[config.mk]
export PLATFORM = sky130hd
export DESIGN_NAME = icfr_unit
export DESIGN_NICKNAME = d
export VERILOG_FILES = /design/src/rtl/icfr_pkg.sv /design/src/rtl/icfr_unit.sv
export SDC_FILE = /design/constraint.sdc
export NUM_CORES = 1
export LEC_CHECK = 0
export BUFFER_PORTS_ARGS = -buffer_cell sky130_fd_sc_hd__buf_2
export CAP_MARGIN = 40
export CORE_MARGIN = 2
export CORE_UTILIZATION = 35
export CTS_CLUSTER_DIAMETER = 150
export DETAILED_ROUTE_END_ITERATION = 8
export PLACE_DENSITY = 0.67
export SETUP_SLACK_MARGIN = 0.15
export SLEW_MARGIN = 15
export SYNTH_ARGS = -nofsm -noshare
export SYNTH_HDL_FRONTEND = slang
export SYNTH_SLANG_ARGS = --single-unit
[constraint.sdc]
create_clock -name mclk -period 0.8 [get_ports mclk]
set_clock_uncertainty 0.05 [all_clocks]
set_input_delay 0.08 -clock mclk [delete_from_list [all_inputs] [get_ports mclk]]
set_output_delay 0.08 -clock mclk [all_outputs]
set_load 0.01 [all_outputs]
[src/rtl/icfr_pkg.sv]
// package: constants and carrier types for the instruction class and fp result block
`default_nettype none
package icfr_pkg;
  // instruction word and register file geometry
  localparam int unsigned insn_bytes = 4;
  localparam int unsigned insn_width = 8 * insn_bytes;
  localparam int unsigned reg_count = 32;
  localparam int unsigned reg_index_width = 5;
  localparam int unsigned float_reg_width = 64;
  // instruction fields (bit 0 is the lsb, little-endian numbering)
  localparam int unsigned primary_lsb = 26;
  localparam int unsigned primary_width = 6;
  localparam int unsigned ext_lsb = 1;
  localparam int unsigned ext_width = 10;
  localparam int unsigned rd_lsb = 21;
  localparam int unsigned ra_lsb = 16;
  // control register bit that selects non-ieee mode
  localparam int unsigned non_ieee_bit_pos = 29;
  localparam int unsigned status_reg_width = 32;
  // single-precision integer result in non-ieee invalid case
  localparam logic [31:0] int_invalid_pattern = 32'h0000_8000;
  // primary opcodes
  localparam logic [5:0] op_trap_imm = 6'h03;
  localparam logic [5:0] op_syscall = 6'h11;
  localparam logic [5:0] op_cond_reg = 6'h13;
  localparam logic [5:0] op_ext_int = 6'h1f;
  localparam logic [5:0] op_fp_single = 6'h3b;
  localparam logic [5:0] op_fp_double = 6'h3f;
  // extended opcodes of instructions the device does not implement
  localparam logic [9:0] xo_fp_sqrt = 10'h016;
  localparam logic [9:0] xo_xlate_flush = 10'h172;
  // double-word memory ops and the algebraic word load, defined for 64-bit parts only (primary 31)
  localparam logic [9:0] xo_dw_load_idx = 10'h015;
  localparam logic [9:0] xo_dw_store_idx = 10'h095;
  localparam logic [9:0] xo_dw_load_upd = 10'h035;
  localparam logic [9:0] xo_dw_store_upd = 10'h0b5;
  localparam logic [9:0] xo_word_load_alg = 10'h155;

  typedef enum logic [2:0] {
    icfr_defined = 3'b001,
    icfr_reserved = 3'b010,
    icfr_illegal = 3'b100
  } icfr_class_type;

  typedef enum logic [2:0] {
    icfr_res_denorm = 3'b000,
    icfr_res_normal = 3'b001,
    icfr_res_nan = 3'b010,
    icfr_res_int = 3'b011
  } icfr_kind_type;

  typedef struct packed {
    logic valid;
    logic [insn_width-1:0] word;
    logic [31:0] addr;
  } icfr_fetch_type;

  typedef struct packed {
    logic valid;
    logic double;
    icfr_kind_type kind;
    logic invalid_op;
    logic [float_reg_width-1:0] value;
    logic [reg_index_width-1:0] target;
  } icfr_fpres_type;

  typedef struct packed {
    logic valid;
    icfr_class_type cls;
    logic illegal;
    logic misaligned;
    logic mem_access;
    logic [insn_width-1:0] word;
  } icfr_decode_type;

  typedef struct packed {
    logic valid;
    logic unsupported;
    logic [reg_index_width-1:0] target;
    logic [float_reg_width-1:0] value;
  } icfr_fpwrite_type;
endpackage : icfr_pkg
`default_nettype wire

[src/rtl/icfr_unit.sv]
// instruction classifier and floating-point result shaper
//
// Function
// - single denormal result is a padded single denormal in ieee mode and zero in non-ieee.
// - double denormal result passes in ieee mode and becomes zero in non-ieee mode.
// - single integer result goes to the low word; non-ieee invalid writes 0x8000 there.
// - double integer-conversion results are not supported and are flagged, never written.
// - every instruction is one aligned four-byte word; a misaligned fetch is still decoded and only flagged in decode.misaligned.
// - there are 32 general and 32 floating-point registers.
// - only load and store instructions touch memory.
// - class comes from primary and extended opcode; anything unknown is illegal, except a nonzero word with primary 0, which is reserved.
// - opcodes defined only for 64-bit parts are illegal here.
// - bad reserved-field bits never raise privilege or change user state.
// - all 32-bit instructions run except square root, single square root and tlb flush-all.
// - unimplemented defined instructions raise the illegal-instruction exception.
// - non-ieee mode is active whenever bit 2 (bit 29 counted from the msb) of the fp status control register is set.
// - the all-zero word is always illegal.
`default_nettype none
module icfr_unit
  import icfr_pkg::*;
(
  input wire logic mclk,
  input wire logic reset_n,
  input wire icfr_fetch_type fetch,
  input wire logic [status_reg_width-1:0] fp_status_control_reg,
  input wire icfr_fpres_type fp_result,
  output icfr_decode_type decode,
  output logic illegal_insn,
  output icfr_fpwrite_type fp_write
);

  function automatic logic is_mem_primary(input logic [5:0] op);
    is_mem_primary = (op >= 6'h20) && (op <= 6'h37);
  endfunction : is_mem_primary

  // extended opcodes under primary 31 (x form), 32-bit subset
  function automatic logic x_defined(input logic [9:0] xo);
    unique case (xo)
      10'h000, 10'h004, 10'h008, 10'h00a, 10'h00b, 10'h013, 10'h014, 10'h017,
      10'h018, 10'h01a, 10'h01c, 10'h020, 10'h028, 10'h036, 10'h037, 10'h03c,
      10'h04b, 10'h053, 10'h056, 10'h057, 10'h068, 10'h077, 10'h07c, 10'h088,
      10'h08a, 10'h090, 10'h092, 10'h096, 10'h097, 10'h0b7, 10'h0c8, 10'h0ca,
      10'h0d2, 10'h0d7, 10'h0e9, 10'h0ea, 10'h0eb, 10'h0f2, 10'h0f6, 10'h0f7,
      10'h10a, 10'h112, 10'h116, 10'h117, 10'h11c, 10'h136, 10'h137, 10'h13c,
      10'h153, 10'h157, 10'h173, 10'h177, 10'h197, 10'h19c, 10'h1b7, 10'h1bc,
      10'h1c6, 10'h1cb, 10'h1cc, 10'h1d3, 10'h1d6, 10'h1dc, 10'h1eb, 10'h200,
      10'h208, 10'h20a, 10'h215, 10'h216, 10'h217, 10'h218, 10'h236, 10'h237,
      10'h253, 10'h255, 10'h256, 10'h257, 10'h277, 10'h293, 10'h295, 10'h296,
      10'h297, 10'h2b7, 10'h2d5, 10'h2d7, 10'h2f2, 10'h2f7, 10'h316, 10'h318,
      10'h31a, 10'h336, 10'h338, 10'h356, 10'h396, 10'h39a, 10'h3ba, 10'h3d2,
      10'h3d6, 10'h3d7, 10'h3f6, 10'h28a, 10'h0e8, 10'h0c0,
      10'h2eb, 10'h3cb, 10'h3eb, 10'h1e8, 10'h3e8, 10'h2e8, 10'h1e0:
        x_defined = 1'b1;
      default:
        x_defined = 1'b0;
    endcase
  endfunction : x_defined

  function automatic logic cr_defined(input logic [9:0] xo);
    unique case (xo)
      10'h000, 10'h010, 10'h021, 10'h032, 10'h081, 10'h096, 10'h0c1, 10'h0e1,
      10'h101, 10'h121, 10'h1a1, 10'h1c1, 10'h210:
        cr_defined = 1'b1;
      default:
        cr_defined = 1'b0;
    endcase
  endfunction : cr_defined

  // double fp: xo bits 1..5 for a-form, else the full field
  function automatic logic fpd_defined(input logic [9:0] xo);
    logic [4:0] a_xo;
    a_xo = xo[4:0];
    if (a_xo >= 5'h12 && a_xo != 5'h13 && a_xo != 5'h16 && a_xo != 5'h1b)
      fpd_defined = 1'b1;
    else
    begin
      unique case (xo)
        10'h000, 10'h00c, 10'h00e, 10'h00f, 10'h020, 10'h026, 10'h028, 10'h040,
        10'h046, 10'h048, 10'h046 ^ 10'h0c0, 10'h088, 10'h108, 10'h247, 10'h2c7:
          fpd_defined = 1'b1;
        default:
          fpd_defined = 1'b0;
      endcase
    end
  endfunction : fpd_defined

  function automatic logic fps_defined(input logic [4:0] a_xo);
    unique case (a_xo)
      5'h12, 5'h14, 5'h15, 5'h16, 5'h18, 5'h19, 5'h1c, 5'h1d, 5'h1e, 5'h1f:
        fps_defined = 1'b1;
      default:
        fps_defined = 1'b0;
    endcase
  endfunction : fps_defined

  wire logic [5:0] primary = fetch.word[primary_lsb +: primary_width];
  wire logic [9:0] ext = fetch.word[ext_lsb +: ext_width];
  wire logic word_zero = (fetch.word == '0);
  // the block can see a fetch address that is not word aligned and flags it
  // word alignment check
  wire logic misaligned = (fetch.addr[1:0] != 2'b00);
  wire logic op64 = (primary == 6'h02) || (primary == 6'h1e) || (primary == 6'h3a)
    || (primary == 6'h3e)
    || ((primary == op_ext_int) && ((ext == xo_dw_load_idx) || (ext == xo_dw_store_idx)
    || (ext == xo_dw_load_upd) || (ext == xo_dw_store_upd) || (ext == xo_word_load_alg)));
  wire logic unimpl = ((primary == op_fp_double) && (ext[4:0] == xo_fp_sqrt[4:0]))
    || ((primary == op_fp_single) && (ext[4:0] == xo_fp_sqrt[4:0]))
    || ((primary == op_ext_int) && (ext == xo_xlate_flush));
  wire logic no_ext = (primary == op_trap_imm) || (primary == 6'h07) || (primary == 6'h08)
    || ((primary >= 6'h0a) && (primary <= 6'h0e)) || (primary == 6'h0f)
    || (primary == 6'h10) || (primary == op_syscall) || (primary == 6'h12)
    || ((primary >= 6'h14) && (primary <= 6'h15)) || (primary == 6'h17)
    || ((primary >= 6'h18) && (primary <= 6'h1d)) || is_mem_primary(primary);
  // class from primary and extended opcode
  wire logic known = no_ext || ((primary == op_cond_reg) && cr_defined(ext))
    || ((primary == op_ext_int) && x_defined(ext))
    || ((primary == op_fp_double) && fpd_defined(ext))
    || ((primary == op_fp_single) && fps_defined(ext[4:0]));
  // only a zero primary with nonzero remainder counts as reserved
  wire logic reserved = (primary == 6'h00) && !word_zero;
  wire logic defined_ok = known && !op64 && !unimpl && !word_zero;
  wire icfr_class_type next_cls = defined_ok ? icfr_defined
    : (reserved ? icfr_reserved : icfr_illegal);
  // raise for illegal, unimplemented and unimplemented reserved
  wire logic next_illegal = fetch.valid && (next_cls != icfr_defined);
  // only load or store primaries reach memory
  wire logic next_mem = fetch.valid && defined_ok && is_mem_primary(primary);
  // no state or privilege is changed here; a bad word only ever traps

  wire logic non_ieee_mode_bit = fp_status_control_reg[status_reg_width-1-non_ieee_bit_pos];
  wire logic [float_reg_width-1:0] single_denorm = {fp_result.value[63:29], 29'h0};
  logic [float_reg_width-1:0] next_value;
  wire logic next_unsup = fp_result.valid && fp_result.double
    && (fp_result.kind == icfr_res_int);

  always_comb
  begin
    next_value = fp_result.value;
    unique case (fp_result.kind)
      icfr_res_denorm:
        if (non_ieee_mode_bit)
          next_value = '0;
        else if (!fp_result.double)
          next_value = single_denorm;
      icfr_res_int:
        next_value = {32'h0, (non_ieee_mode_bit && fp_result.invalid_op)
          ? int_invalid_pattern : fp_result.value[31:0]};
      default:
        next_value = fp_result.value;
    endcase
  end

  always_ff @(posedge mclk or negedge reset_n)
  begin
    if (!reset_n)
    begin
      decode <= '0;
      illegal_insn <= 1'b0;
      fp_write <= '0;
    end
    else
    begin
      decode <= '{valid: fetch.valid, cls: next_cls, illegal: next_illegal,
        misaligned: fetch.valid && misaligned, mem_access: next_mem, word: fetch.word};
      illegal_insn <= next_illegal;
      fp_write <= '{valid: fp_result.valid && !next_unsup, unsupported: next_unsup,
        target: fp_result.target, value: next_value};
    end
  end

  illegal_flag_a: assert property (@(posedge mclk) disable iff (!reset_n)
    fetch.valid && (fetch.word == '0) |=> illegal_insn && decode.illegal)
    else $error("zero word not flagged");
  zero_word_a: assert property (@(posedge mclk) disable iff (!reset_n)
    (fetch.word == '0) |=> decode.cls == icfr_illegal)
    else $error("zero word not illegal");
  op64_illegal_a: assert property (@(posedge mclk) disable iff (!reset_n)
    fetch.valid && (primary == 6'h1e) |=> illegal_insn)
    else $error("64-bit opcode accepted");
  tlb_flush_a: assert property (@(posedge mclk) disable iff (!reset_n)
    fetch.valid && (primary == op_ext_int) && (ext == xo_xlate_flush) |=> illegal_insn)
    else $error("flush-all not trapped");
  mem_only_a: assert property (@(posedge mclk) disable iff (!reset_n)
    decode.mem_access |-> is_mem_primary(decode.word[primary_lsb +: primary_width]))
    else $error("non load store marked memory");
  denorm_zero_a: assert property (@(posedge mclk) disable iff (!reset_n)
    fp_result.valid && fp_result.kind == icfr_res_denorm && non_ieee_mode_bit
    |=> fp_write.value == '0)
    else $error("denormal not zeroed");
  single_pad_a: assert property (@(posedge mclk) disable iff (!reset_n)
    fp_result.valid && fp_result.kind == icfr_res_denorm && !fp_result.double
    && !non_ieee_mode_bit |=> fp_write.value[28:0] == '0)
    else $error("single denormal not padded");
  int_invalid_a: assert property (@(posedge mclk) disable iff (!reset_n)
    fp_result.valid && fp_result.kind == icfr_res_int && non_ieee_mode_bit
    && fp_result.invalid_op |=> fp_write.value[31:0] == int_invalid_pattern)
    else $error("invalid integer pattern wrong");
  double_int_a: assert property (@(posedge mclk) disable iff (!reset_n)
    fp_result.valid && fp_result.double && fp_result.kind == icfr_res_int
    |=> !fp_write.valid && fp_write.unsupported)
    else $error("double integer written");
endmodule : icfr_unit
`default_nettype wire

==> metrics <==
Die W 121 um; largest family of logic cells by synthesized area simple AND/OR/NAND/NOR gates; Required @ worst endpoint 980 ps; register area share after synthesis 0.574; CTS tree yes; P_int 10.2 mW; nature of the critical path startpoint input pin; DRC viols 0; final setup violation count 178; Setup CP Type input pin to flop; max cap viols 0; Synth cell types 68; Overflow after GRT 0; worst slew margin relative to its limit 0.698; power density over cell area 1540 nW/um^2; Diodes inserted 0; outcome finished, violations left; ANT nets after route 0; switching power 3.86 mW; Syn Inst Count 441; drt total wl 23.1 mm; top_reg_cell synth dfrtp_1; I/O pin cnt 285; Synth Area in XOR/XNOR 0.00365; first-pass GRT wire length 31.9 mm; Area growth syn-to-layout 90.7%; H-tree Lvls 3; Clock Path Buffers 2; initial antenna violation count 0; Post-Syn Nets 615; fin area 9150 um^2; Routability Congestion 0.908; vias per inst 5.23; Root Buffer clkbuf_16; commonest non-fill, non-tap cell in the layout buf_2; Clock power frac 0.314; initial detailed-routing violation count 437; CP dominant cell by count buf_6; Post-DP Area 7170 um^2; Yosys warning count 0; wire per inst 22.6 um; via count 5342; fillcell total 928; CTS Buf Count 9; Die ar. 14700 um^2; CP max stage delay 380 ps; RSZ-0062 raised after global routing yes; Final Max Slew Viols 0; # port buffers 223; Final WS setup -910 ps; dpl ws -1410 ps; Starting Density 0.361; Fin Hold WS -456 ps; CP arrival 1890 ps; CTS Sinks 110; Reg area 2750 um^2; overall routing resource usage 0.292; critical path fanouts, max 7; simple-gate portion of the synthesized area 0.262; Post-Synth Adder-Cell Area 0; largest net degree at the start of global routing 34; Worst-path clk slew 70 ps; final hold viol count 176; f_max 0.585 GHz; FP Rows 42; die height 121 um; vias in the first global route 5659; most frequent cells in the layout buf_2, buf_4, dfrtp_1; EDFF count, synth 0; placed wire-length estimate 14.7 mm; Total Power 14.1 mW; worst-margin pin slew 448 ps; Final nets 1014; leak pwr 4.46 nW; Hold/Removal Path Class input pin to asynchronous set/reset pin; layout cells sized above 1 0.602; 1st-pass router iterations 5; fin crit period 1710 ps; asr flop ratio synth 1.00; failing checks hold timing, setup timing; syn avg cell area 10.9 um^2; Switching Share 0.275; Logic pwr share 0.256; Peak VDD IR 0.000964 V; Compound-Gate Fraction of Synth Area 0.119; Flop pwr share 0.430; post-synthesis mux area share 0.00417; Post-Syn Area 4800 um^2; slowest CP cell nor4b_4; CP Cell Sequence buf_12 > buf_6 > buf_6 > nand4_1 > a2111oi_2 > or3_4 > nor4b_4 > a41oi_4 > or2_1; multi-input logic area 2470 um^2; CP endpoint kind flop; Core ar. 13300 um^2; final critical-path share of the clock period 2.14; FF+latch count, synth 110
area by class of cell:
type | instances | area share
Tap cell | 176 | 0.0241
Sequential cell | 110 | 0.301
Timing Repair Buffer | 418 | 0.369
Inverter | 8 | 0.00328
Clock buffer | 13 | 0.0295
Clock inverter | 3 | 0.00274
Multi-Input combinational cell | 293 | 0.271
worst max-delay path, delay by kind of cell:
kind | cells | cell delay (ps)
AOI/OAI and AO/OA | 2 | 260
buffers and inverters | 3 | 360
and+or+nand+nor | 4 | 1180
cells in the mapped netlist (3+ instances only):
cell | n | area, um^2
a211oi_1 | 3 | 22.5
a21oi_1 | 16 | 80.1
a31oi_1 | 3 | 18.8
a32o_1 | 3 | 30.0
a41oi_1 | 3 | 26.3
and2_1 | 37 | 231
and3_1 | 5 | 31.3
and3b_1 | 4 | 35.0
buf_2 | 19 | 95.1
clkbuf_1 | 9 | 33.8
dfrtp_1 | 110 | 2750
inv_1 | 8 | 30.0
nand2_1 | 22 | 82.6
nand2b_1 | 5 | 31.3
nand3_1 | 11 | 55.1
nand3b_1 | 4 | 30.0
nand4_1 | 10 | 62.6
nor2_1 | 17 | 63.8
nor2b_1 | 43 | 269
nor3_1 | 12 | 60.1
nor3b_1 | 4 | 30.0
nor4_1 | 8 | 50.1
o2111ai_1 | 5 | 43.8
o211ai_1 | 4 | 30.0
o21ai_0 | 8 | 40.0
o21ai_1 | 3 | 15.0
or3_1 | 5 | 31.3
or4_1 | 4 | 30.0
cells by family (layout without fill, tap and decap cells):
kind of cell,Yosys count,count (layout)
muxes,2,2
AOI/OAI and AO/OA,78,80
DFF,110,110
and+or+nand+nor,209,209
buffers and inverters,40,442
xor gates and xnor gates,2,2
timing repair:
item	CTS	global route
gates resized for setup	167	86
hold buffers	30	4
setup buffers	15	8
hold endpoints to repair	213	181
setup endpoints to repair	178	183
cloned	6	1
pin swaps	30	19
power by group through the flow:
stage | sequential [mW] | combinational [mW] | clock [mW]
final | 6.05 | 3.60 | 4.42
after floorplan | 6.30 | 0.750 | 0
after CTS | 6.02 | 3.19 | 4.44
after detailed placement | 6.10 | 2.53 | 0
after global placement | 6.09 | 2.53 | 0
after global routing | 6.07 | 3.78 | 4.71
sequential cells by signal, summed over array words and instances (netlist names):
name,cells
fp_write,71
decode,38
illegal_insn,1
metrics by stage:
step,cells,util,hold slack (ps),TNS [ps]
6_report,1021,0.688,-456,-28750
5_1_grt,1021,0.688,-453,-32790
4_1_cts,1009,0.651,-460,-25370
3_5_place_dp,942,0.539,-85.2,-28700
3_3_place_gp,942,0.539,-87.9,-27720
2_1_floorplan,441,-,-266,-5850
how the worst max path moves through the flow:
| stage | depth (start not counted) | end | startpoint | slack (ps) |
|---|---|---|---|---|
| floorplan | 8 | illegal_insn | fetch[62] | -1030 |
| global placement | 10 | illegal_insn | fetch[40] | -1440 |
| detailed placement | 9 | decode[35] | fetch[40] | -1410 |
| CTS | 10 | decode[35] | fetch[34] | -850 |
| global route | 8 | decode[35] | fetch[63] | -950 |
| finish | 9 | decode[35] | fetch[40] | -910 |
routing by layer:
metal,part of all wire,track usage,up-vias
li1,-,-,2376
met1,0.37,0.342,2610
met2,0.49,0.498,280
met3,0.078,0.0555,76
met4,0.064,0.168,0
met5,0,0,-
(Power assumes the default switching activity.)
